$ cat src/design/rst_seq_pkg.sv
// Purpose: Shared constants for the system reset sequencer.
// Assumes: One system clock, ref_clk, at 125 MHz.
// Notes: Counts are in system clock cycles.
package rst_seq_pkg;
  localparam int HOLD_CYCLES = 1025;
  localparam int HOLD_W = 11;
  localparam logic [HOLD_W-1:0] HOLD_TERM = 11'(HOLD_CYCLES - 1);
  localparam int PIN_LOW_SAMPLES = 3;
  localparam int PIN_HIGH_SAMPLES = 4;
  localparam int QUAL_W = 3;
  localparam logic [1:0] CLK_SRC_CRYSTAL = 2'h0;
  localparam logic [23:0] PROGRAM_COUNTER_RESET = 24'h000000;
  typedef enum logic [1:0] {ST_RUN, ST_HOLD, ST_COUNT, ST_WAIT} seq_state_t;
endpackage : rst_seq_pkg

$ cat src/design/consec_qualifier.sv
// Purpose: Flags a synchronised level held for a number of consecutive samples.
// Assumes: The sample input is already in the ref_clk domain.
// Notes: The flag stays set while the level persists.
module consec_qualifier #(
  parameter int COUNT = 3,
  parameter int CNT_W = 3,
  parameter logic LEVEL = 1'b0
) (
  input wire logic ref_clk,
  input wire logic rst_b,
  input wire logic sample,
  output logic hit
);
  localparam logic [CNT_W-1:0] TARGET = CNT_W'(COUNT);
  logic [CNT_W-1:0] cnt_r;

  always_ff @(posedge ref_clk or negedge rst_b) begin
    if (!rst_b) begin
      cnt_r <= '0;
    end else if (sample != LEVEL) begin
      cnt_r <= '0;
    end else if (cnt_r != TARGET) begin
      cnt_r <= cnt_r + 1'b1;
    end
  end

  assign hit = (cnt_r == TARGET);
endmodule : consec_qualifier

$ cat src/design/system_reset_sequencer.sv
// Purpose: Central reset controller gathering six reset sources.
// Assumes: por_req and brownout_req come from analog detectors, asynchronous.
// Notes: The reset pin is open drain; the pad resolves its level.
module system_reset_sequencer
  import rst_seq_pkg::*;
(
  input wire logic ref_clk,
  input wire logic rst_b,
  input wire logic por_req,
  input wire logic brownout_req,
  input wire logic watchdog_timer_req,
  input wire logic rtc_alarm_req,
  input wire logic sleep_active,
  input wire logic debug_reset_req,
  input wire logic [1:0] clock_source_req,
  input wire logic reset_pin_in,
  output logic reset_pin_out,
  output logic reset_pin_oe,
  output logic sys_reset_b,
  output logic cpu_run,
  output logic gpio_input_force,
  output logic program_counter_clear,
  output logic [23:0] program_counter_init,
  output logic [1:0] clock_source_select
);
  seq_state_t state_r, state_nxt;
  logic [HOLD_W-1:0] hold_cnt_r;
  logic [1:0] analog_meta_r, analog_sync_r;
  logic pin_meta_r, pin_sync_r;
  logic pin_low_hit, pin_high_hit;
  logic req_any;
  logic reset_pin_out_r, reset_pin_oe_r, sys_reset_b_r, cpu_run_r;
  logic gpio_input_force_r, program_counter_clear_r;
  logic [23:0] program_counter_init_r;
  logic [1:0] clock_source_select_r;
  logic [HOLD_W:0] check_len_r;

  // Analog detector requests are brought onto the system clock.
  always_ff @(posedge ref_clk or negedge rst_b) begin
    if (!rst_b) begin
      analog_meta_r <= 2'h0;
      analog_sync_r <= 2'h0;
    end else begin
      analog_meta_r <= {brownout_req, por_req};
      analog_sync_r <= analog_meta_r;
    end
  end

  always_ff @(posedge ref_clk or negedge rst_b) begin
    if (!rst_b) begin
      pin_meta_r <= 1'b1;
      pin_sync_r <= 1'b1;
    end else begin
      pin_meta_r <= reset_pin_in;
      pin_sync_r <= pin_meta_r;
    end
  end

  consec_qualifier #(
    .COUNT(PIN_LOW_SAMPLES),
    .CNT_W(QUAL_W),
    .LEVEL(1'b0)
  ) u_low_qual (
    .ref_clk(ref_clk),
    .rst_b(rst_b),
    .sample(pin_sync_r),
    .hit(pin_low_hit)
  );

  consec_qualifier #(
    .COUNT(PIN_HIGH_SAMPLES),
    .CNT_W(QUAL_W),
    .LEVEL(1'b1)
  ) u_high_qual (
    .ref_clk(ref_clk),
    .rst_b(rst_b),
    .sample(pin_sync_r),
    .hit(pin_high_hit)
  );

  assign req_any = analog_sync_r[0] | analog_sync_r[1] | watchdog_timer_req |
                   (rtc_alarm_req & sleep_active) | debug_reset_req;

  always_comb begin
    state_nxt = state_r;
    case (state_r)
      ST_RUN: begin
        if (req_any) begin
          state_nxt = ST_HOLD;
        end else if (pin_low_hit) begin
          state_nxt = ST_COUNT;
        end
      end
      ST_HOLD: begin
        if (!req_any) begin
          state_nxt = ST_COUNT;
        end
      end
      ST_COUNT: begin
        if (req_any) begin
          state_nxt = ST_HOLD;
        end else if (hold_cnt_r == HOLD_TERM) begin
          state_nxt = ST_WAIT;
        end
      end
      ST_WAIT: begin
        if (req_any) begin
          state_nxt = ST_HOLD;
        end else if (pin_high_hit) begin
          state_nxt = ST_RUN;
        end
      end
      default: begin
        state_nxt = ST_HOLD;
      end
    endcase
  end

  // Power-up of this logic counts as a reset event.
  always_ff @(posedge ref_clk or negedge rst_b) begin
    if (!rst_b) begin
      state_r <= ST_COUNT;
    end else begin
      state_r <= state_nxt;
    end
  end

  always_ff @(posedge ref_clk or negedge rst_b) begin
    if (!rst_b) begin
      hold_cnt_r <= '0;
    end else if (state_nxt == ST_COUNT && state_r == ST_COUNT) begin
      hold_cnt_r <= hold_cnt_r + 1'b1;
    end else begin
      hold_cnt_r <= '0;
    end
  end

  // drive pin low, release at terminal count.
  always_ff @(posedge ref_clk or negedge rst_b) begin
    if (!rst_b) begin
      reset_pin_oe_r <= 1'b1;
      reset_pin_out_r <= 1'b0;
    end else begin
      reset_pin_oe_r <= (state_nxt == ST_HOLD) || (state_nxt == ST_COUNT);
      reset_pin_out_r <= 1'b0;
    end
  end

  always_ff @(posedge ref_clk or negedge rst_b) begin
    if (!rst_b) begin
      sys_reset_b_r <= 1'b0;
      cpu_run_r <= 1'b0;
    end else begin
      sys_reset_b_r <= (state_nxt == ST_RUN);
      cpu_run_r <= (state_nxt == ST_RUN);
    end
  end

  always_ff @(posedge ref_clk or negedge rst_b) begin
    if (!rst_b) begin
      gpio_input_force_r <= 1'b1;
      program_counter_clear_r <= 1'b1;
      program_counter_init_r <= PROGRAM_COUNTER_RESET;
    end else begin
      gpio_input_force_r <= (state_nxt != ST_RUN);
      program_counter_clear_r <= (state_nxt != ST_RUN);
      program_counter_init_r <= PROGRAM_COUNTER_RESET;
    end
  end

  always_ff @(posedge ref_clk or negedge rst_b) begin
    if (!rst_b) begin
      clock_source_select_r <= CLK_SRC_CRYSTAL;
    end else if (state_nxt != ST_RUN) begin
      clock_source_select_r <= CLK_SRC_CRYSTAL;
    end else begin
      clock_source_select_r <= clock_source_req;
    end
  end

  assign reset_pin_out = reset_pin_out_r;
  assign reset_pin_oe = reset_pin_oe_r;
  assign sys_reset_b = sys_reset_b_r;
  assign cpu_run = cpu_run_r;
  assign gpio_input_force = gpio_input_force_r;
  assign program_counter_clear = program_counter_clear_r;
  assign program_counter_init = program_counter_init_r;
  assign clock_source_select = clock_source_select_r;

  // Independent length of the current counting run, for checking only.
  always_ff @(posedge ref_clk or negedge rst_b) begin
    if (!rst_b) begin
      check_len_r <= '0;
    end else if (state_r == ST_COUNT) begin
      check_len_r <= check_len_r + 1'b1;
    end else begin
      check_len_r <= '0;
    end
  end

  property p_run_only_out_of_reset;
    @(posedge ref_clk) disable iff (!rst_b)
      (state_r != ST_RUN) |-> (!sys_reset_b_r && !cpu_run_r);
  endproperty
  a_run_only_out_of_reset: assert property (p_run_only_out_of_reset)
    else $error("Chip left reset while sequencer not running.");
  property p_ports_input_in_reset;
    @(posedge ref_clk) disable iff (!rst_b)
      !cpu_run_r |-> (gpio_input_force_r && program_counter_clear_r &&
                      program_counter_init_r == PROGRAM_COUNTER_RESET);
  endproperty
  a_ports_input_in_reset: assert property (p_ports_input_in_reset)
    else $error("Ports or program counter not forced during reset.");
  property p_no_run_with_request;
    @(posedge ref_clk) disable iff (!rst_b)
      req_any |=> !cpu_run_r ##1 !cpu_run_r;
  endproperty
  a_no_run_with_request: assert property (p_no_run_with_request)
    else $error("Execution ran right after a reset request.");
  property p_rtc_needs_sleep;
    @(posedge ref_clk) disable iff (!rst_b)
      (state_r == ST_RUN && rtc_alarm_req && !sleep_active && !watchdog_timer_req &&
       !debug_reset_req && analog_sync_r == 2'h0 && !pin_low_hit) |=> state_r == ST_RUN;
  endproperty
  a_rtc_needs_sleep: assert property (p_rtc_needs_sleep)
    else $error("Alarm reset taken while awake.");
  property p_hold_length;
    @(posedge ref_clk) disable iff (!rst_b)
      (state_r == ST_COUNT && state_nxt == ST_WAIT) |-> check_len_r == 12'(HOLD_CYCLES - 1);
  endproperty
  a_hold_length: assert property (p_hold_length)
    else $error("Reset hold was not 1025 cycles.");
  property p_count_after_release;
    @(posedge ref_clk) disable iff (!rst_b)
      (state_r == ST_HOLD && !req_any) |=> (state_r == ST_COUNT && hold_cnt_r == '0);
  endproperty
  a_count_after_release: assert property (p_count_after_release)
    else $error("Timer did not start after request release.");
  property p_pin_low_starts;
    @(posedge ref_clk) disable iff (!rst_b)
      (state_r == ST_RUN && !req_any && !pin_sync_r && $past(!pin_sync_r, 1) &&
       $past(!pin_sync_r, 2) && $past(!pin_sync_r, 3)) |=> (state_r == ST_COUNT && reset_pin_oe_r);
  endproperty
  a_pin_low_starts: assert property (p_pin_low_starts)
    else $error("Qualified low pin did not start the timer.");
  property p_crystal_in_reset;
    @(posedge ref_clk) disable iff (!rst_b)
      !sys_reset_b_r |-> clock_source_select_r == CLK_SRC_CRYSTAL;
  endproperty
  a_crystal_in_reset: assert property (p_crystal_in_reset)
    else $error("Clock source not crystal during reset.");
  property p_drive_on_event;
    @(posedge ref_clk) disable iff (!rst_b)
      req_any |=> (reset_pin_oe_r && !reset_pin_out_r);
  endproperty
  a_drive_on_event: assert property (p_drive_on_event)
    else $error("Reset pin not driven low after a request.");
  property p_release_at_terminal;
    @(posedge ref_clk) disable iff (!rst_b)
      $fell(reset_pin_oe_r) |-> ($past(state_r) == ST_COUNT && $past(hold_cnt_r) == HOLD_TERM);
  endproperty
  a_release_at_terminal: assert property (p_release_at_terminal)
    else $error("Reset pin released away from terminal count.");
  // Four high pin samples while waiting must start execution within two cycles, unless a request moves to hold.
  property p_run_after_timeout;
    @(posedge ref_clk) disable iff (!rst_b)
      (state_r == ST_WAIT && !req_any && pin_sync_r && $past(pin_sync_r, 1) &&
       $past(pin_sync_r, 2) && $past(pin_sync_r, 3)) |->
      ##[1:2] (cpu_run_r || state_r == ST_HOLD);
  endproperty
  a_run_after_timeout: assert property (p_run_after_timeout)
    else $error("Execution did not begin after released pin.");
  property p_wait_for_high;
    @(posedge ref_clk) disable iff (!rst_b)
      $rose(cpu_run_r) |-> ($past(pin_sync_r, 2) && $past(pin_sync_r, 3) &&
                             $past(pin_sync_r, 4) && $past(pin_sync_r, 5));
  endproperty
  a_wait_for_high: assert property (p_wait_for_high)
    else $error("Execution began without four high pin samples.");
  property p_pin_sync_path;
    @(posedge ref_clk) disable iff (!rst_b)
      ##1 pin_sync_r == $past(pin_meta_r);
  endproperty
  a_pin_sync_path: assert property (p_pin_sync_path)
    else $error("Pin synchroniser second stage mismatch.");
endmodule : system_reset_sequencer

$ cat config.mk
export PLATFORM = sky130hd
export DESIGN_NAME = system_reset_sequencer
export DESIGN_NICKNAME = d
export VERILOG_FILES = /design/src/design/rst_seq_pkg.sv /design/src/design/consec_qualifier.sv /design/src/design/system_reset_sequencer.sv
export SDC_FILE = /design/constraint.sdc
export NUM_CORES = 1
export LEC_CHECK = 0
export CORE_MARGIN = 5
export CORE_UTILIZATION = 50
export CTS_BUF_LIST = sky130_fd_sc_hd__clkbuf_16
export DETAILED_ROUTE_END_ITERATION = 12
export DONT_BUFFER_PORTS = 1
export GPL_ROUTABILITY_DRIVEN = 0
export PLACE_DENSITY = 0.76
export SYNTH_ARGS = -nofsm -noshare
export SYNTH_HDL_FRONTEND = slang
export SYNTH_SLANG_ARGS = --single-unit
$ cat constraint.sdc
create_clock -name ref_clk -period 3.61 [get_ports ref_clk]
set_clock_uncertainty 0.1 [all_clocks]
set_input_delay 1.083 -clock ref_clk [delete_from_list [all_inputs] [get_ports ref_clk]]
set_output_delay 1.083 -clock ref_clk [all_outputs]
set_load 0.02 [all_outputs]
=== After elaboration in Yosys (flattened, before gate mapping) ===
Cells that the tools add are included.

* Bits in registers: 30
* Input port bits: 11
* Output and inout port bits: 32
* Word-level logic and storage cells: 51

* $add $sub $neg: 3
* Equal/unequal tests: 11
* Muxes and demuxes: 14
* Bitwise logic cells: 5
* Reduce and logical (&&, ||, !) cells: 6

{| class="wikitable"
|+ Operator list
! kind !! count
|-
| 2-bit 2-to-1 mux || 8
|-
| 3-bit 2-to-1 mux || 4
|-
| 11-bit by 1-bit adder with 11-bit output (second input constant) || 1
|-
| 11-bit equality test (second input constant) || 1
|-
| 11-bit 2-to-1 mux || 1
|-
| 2-bit case mux with 4 select lines || 1
|-
| 3-bit by 1-bit adder with 3-bit output (second input constant) || 2
|-
| 2-bit equality test (second input constant) || 3
|-
| 2-bit by 1-bit equality test with 1-bit output (second input constant) || 2
|-
| 2-bit logical NOT || 2
|-
| 1-bit bitwise OR || 4
|-
| 2-bit nonzero test || 2
|-
| 3-bit by 2-bit equality test with 1-bit output (second input constant) || 1
|-
| 3-bit equality test (second input constant) || 1
|-
| 3-bit by 2-bit inequality test with 1-bit output (second input constant) || 1
|-
| 3-bit inequality test (second input constant) || 1
|-
| 2-bit by 1-bit inequality test with 1-bit output (second input constant) || 1
|-
| 1-bit bitwise AND || 1
|-
| 1-bit logical AND || 1
|-
| 1-bit logical OR || 1
|}

=== Logic depth before layout (Yosys ltp) ===
* Depth after elaboration: 9
* Gate-level depth with buffers: 8
* Mapped depth without buffers: 8

=== Cells and area by module ===
Synthesis repeated with hierarchy kept, for this count alone.

* Cells, all modules: 142
* Area total of the unflattened synthesis: 1531.5 um2

{| class="wikitable"
|+ By module, submodules not included
! module !! times used !! cells each !! area each (um2) !! sequential area each (um2)
|-
| system_reset_sequencer || 1 || 113 || 1216.2 || 606.8
|-
| consec_qualifier at u_high_qual || 1 || 17 || 171.4 || 75.1
|-
| consec_qualifier at u_low_qual || 1 || 12 || 143.9 || 75.1
|}

=== Worst setup path before layout ===
OpenSTA, ideal clock, no wires.

* Kind: in2reg
* Start: input watchdog_timer_req
* End: register hold_cnt_r[10]
* Arrival: 2.318 ns
* Data required time: 3.428 ns
* Setup slack: 1.110 ns
* Cell stages on the path: 6
* Cell sequence: nor4_1 nand2_1 a311oi_1 ha_1 nand3b_1 a21oi_1

* Longest elaborated chain between the ends: 8
* Elaborated cells on any way between the ends: 11
* Those cells by class: eq/ne (1); mux (6); bitwise (3); reduce/logical (1)

{| class="wikitable"
|+ RTL lines
! item !! line !! source
|-
| start: declaration || system_reset_sequencer.sv:11 || <nowiki>input wire logic watchdog_timer_req,</nowiki>
|-
| 1-bit bitwise OR * (2 in a row) || system_reset_sequencer.sv:81 || <nowiki>assign req_any = analog_sync_r[0] | analog_sync_r[1] | watchdog_timer_req |</nowiki>
|-
| 1-bit bitwise OR * || system_reset_sequencer.sv:82 || <nowiki>(rtc_alarm_req & sleep_active) | debug_reset_req;</nowiki>
|-
| 2-bit 2-to-1 mux, on equally long branches || - ||
|-
| 2-bit case mux with 4 select lines * || system_reset_sequencer.sv:86 || <nowiki>case (state_r)</nowiki>
|-
| 2-bit equality test * || system_reset_sequencer.sv:131 || <nowiki>end else if (state_nxt == ST_COUNT && state_r == ST_COUNT) begin</nowiki>
|-
| 1-bit logical AND * || system_reset_sequencer.sv:131 ||
|-
| 11-bit 2-to-1 mux * || system_reset_sequencer.sv:131 ||
|-
| end signal: assignment || system_reset_sequencer.sv:132 || <nowiki>hold_cnt_r <= hold_cnt_r + 1'b1;</nowiki>
|-
| end: declaration || system_reset_sequencer.sv:27 || <nowiki>logic [HOLD_W-1:0] hold_cnt_r;</nowiki>
|}

Every way passes the cells marked *; elsewhere a longest branch is shown, timed or not.
A chain may end at the register's enable or synchronous reset.

=== Final worst setup path ===
* Start: input watchdog_timer_req
* End: register hold_cnt_r[7]

Same word-level chain as after synthesis.

==> results.toml <==
[status]
status = "finished clean"

[grt]
grt_use_total_pct = 12.6
grt_max_degree = 31
antenna_found_initial = 0
grt-ovfl-total = 0
grt_pass1_wl_mm = 3.97
grt_pass1_vias = 864

[worst_setup_path]
reg2reg_from = "hold_cnt_r[0]"
reg2reg_depth = 8
worst-path-max-fanout = 10
setup.worst_path.start = "watchdog_timer_req"
critical_path_required_ps = 3700
end_kind = "register"
startpoint_type = "input pin"
worstSetupPathType = "input pin to register"
r2r_slack_ps = 1320
crit_arrival_ps = 2590

[sta]
hold_ws_ps = 255
period_minus_slack_ps = 2500
hold_viol_final = 0
timing.setup.tns_ps = 0
max_freq_mhz = 399
fin_crit_sh_pct = 69.4
setup_viol = 0
setup_slack_ps = 1110
rsz0062_at_grt = "false"
maxSlewViolCount = 0

[finish]
area_growth_pct = 4.15
postLayoutCellArea_um2 = 1570
drive_above_1_share_pct = 8.22
final_util_pct = 52.7
fillers = 263
nets = 164
final_cells = 179
antenna_cells = 0

[clock_tree]
clkTransAtPathRegs_ps = 50
post-cts-setup-buffers = 0
cts_sinks = 30
cts_buffers = 5
clkLatencyLatePin_ps = 270
cts_tree = "built"
holdBufCountCts = 0
cts_max_level = 2
cts_resized = 0
clockBufferDepth = 2
ctsRootBufferMaster = "clkbuf_16"

[synthesis]
syn_area_um2 = 1510
syn_inst = 142
avgSynthCellArea_um2 = 10.6
synth_adder_area_share_pct = 6.64
synth_xor_area_share_pct = 2.90
synth_compound_area_share_pct = 8.55
synthDistinctLibCells = 31
synthSimpleGateAreaFrac_pct = 14.9
ys.flop_type = "dfrtp_1"
ys_seq_area_share_pct = 50.2
synth_edf_count = 0
yosys_warnings = 0
synth-seq-cells = 30
synth_top_family_by_area = "buffers and inverters"
muxShareOfSynthArea_pct = 0.664
async_flop_share_pct = 100

[routing]
wirelength_mm = 2.40
routed-via-count = 955
drtAntennaViolNets = 0
drc = 0
drt_iter0_markers = 45
vias_per_cell = 5.34
wl_per_cell_um = 13.4
firstDrtPassIters = 4

[power]
p_leak_nw = 0.711
switching_power_uw = 188
pwr-share-clk_pct = 46.5
power_density_nw_per_um2 = 516
p_total_uw = 811
pwr-share-comb_pct = 8.0
max-vdd-ir-drop_mv = 0.371
sequentialPowerShare_pct = 45.5
internal_power_uw = 622
swShare_pct = 23.2

[hold_path]
hold_class = "register to register"
hp-start = "pin_meta_r"
hold_depth = 0

[die]
die-area_um2 = 4210
die_w_um = 64.9
core_area_um2 = 2980
die_h_um = 64.9
rows = 20
initial_core_util_pct = 50.6
ioPinCount = 43

[job]
drv_cap = 0

[placed_design]
dp_slack_ps = 833
port_buffers = 0
placed_area_um2 = 1430
dp.cells = 171
dpl.hpwl_mm = 1.83
==> cells in the final DEF, fill, tap and decap left out, types with 4 or more instances in the layout <==
master	n
dfrtp_1	25
conb_1	25
inv_1	10
nand3_1	4
dfstp_2	5
ha_1	8
o21ai_0	4
clkbuf_16	5
and2_1	5
nand2_1	6
nor2_1	8
a21oi_1	7
==> cells by family (layout without fill, tap and decap cells) <==
| logic type | Yosys count | after routing |
|---|---|---|
| compound gates | 20 | 20 |
| fa+ha+maj | 8 | 8 |
| mux | 1 | 1 |
| xor+xnor | 5 | 5 |
| other cells | 1 | 25 |
| buf+inv | 37 | 17 |
| flops | 30 | 30 |
| simple gates | 40 | 40 |
==> cell type report <==
type	count	area (um^2)	area share, %
clock inverter	3	12.5	0.797
sequential	30	757	48.2
clock buffer	5	125	7.97
tap	33	41.3	2.63
multi-input combinational	99	601	38.2
inverter	9	33.8	2.15
==> worst max-delay path, cell delays in order <==
cell and delay [ps]:
nor4_1 200, nand2_1 160, a311oi_1 410, ha_1 240, nand3b_1 290, a21oi_1 220
==> cells in the mapped netlist (all sizes together) (2+ instances only) <==
master | count | area share, %
buf | 27 | 13
dfrtp | 25 | 41
inv | 9 | 2.2
ha | 8 | 6.6
nor2 | 8 | 2.0
a21oi | 7 | 2.3
nand2 | 7 | 1.9
and2 | 5 | 2.1
dfstp | 5 | 8.7
nand3 | 4 | 1.3
o21ai | 4 | 1.3
nor4b | 3 | 1.7
o31ai | 3 | 1.5
or3 | 3 | 1.2
or4 | 3 | 1.5
xor2 | 3 | 1.7
a311o | 2 | 1.3
a311oi | 2 | 1.2
nand4 | 2 | 0.83
xnor2 | 2 | 1.2
==> registers in the layout, summed over array words and instances (netlist names), 2 cells and up <==
register,flops
u_high_qual.cnt_r,3
u_low_qual.cnt_r,3
analog_meta_r,2
hold_cnt_r,11
clock_source_select,2
state_r,2
analog_sync_r,2
==> power by group through the flow <==
stage | combinational [mW] | clock (mW) | sequential, mW
2_1_floorplan | 0.0782 | 0 | 0.370
3_3_place_gp | 0.0597 | 0 | 0.373
3_5_place_dp | 0.0632 | 0 | 0.375
4_1_cts | 0.0644 | 0.387 | 0.369
5_1_grt | 0.0722 | 0.405 | 0.371
6_report | 0.0648 | 0.377 | 0.369
==> path summary, 6_finish.rpt <==
path,end
worst max-delay path,hold_cnt_r[7]
worst min-delay path,pin_sync_r
worst max register to register,hold_cnt_r[7]
worst min register to register,pin_sync_r
max in group asynchronous,program_counter_clear
min in group asynchronous,analog_meta_r[1]
==> routing by layer <==
| layer | GRT usage [%] | share of wire (%) |
|---|---|---|
| met1 | 15.5 | 41 |
| met4 | 4.75 | 1.4 |
| met2 | 19.0 | 47 |
| met5 | 0 | 0 |
| met3 | 6.24 | 11 |
No activity file was read; power rests on OpenSTA's default activity.
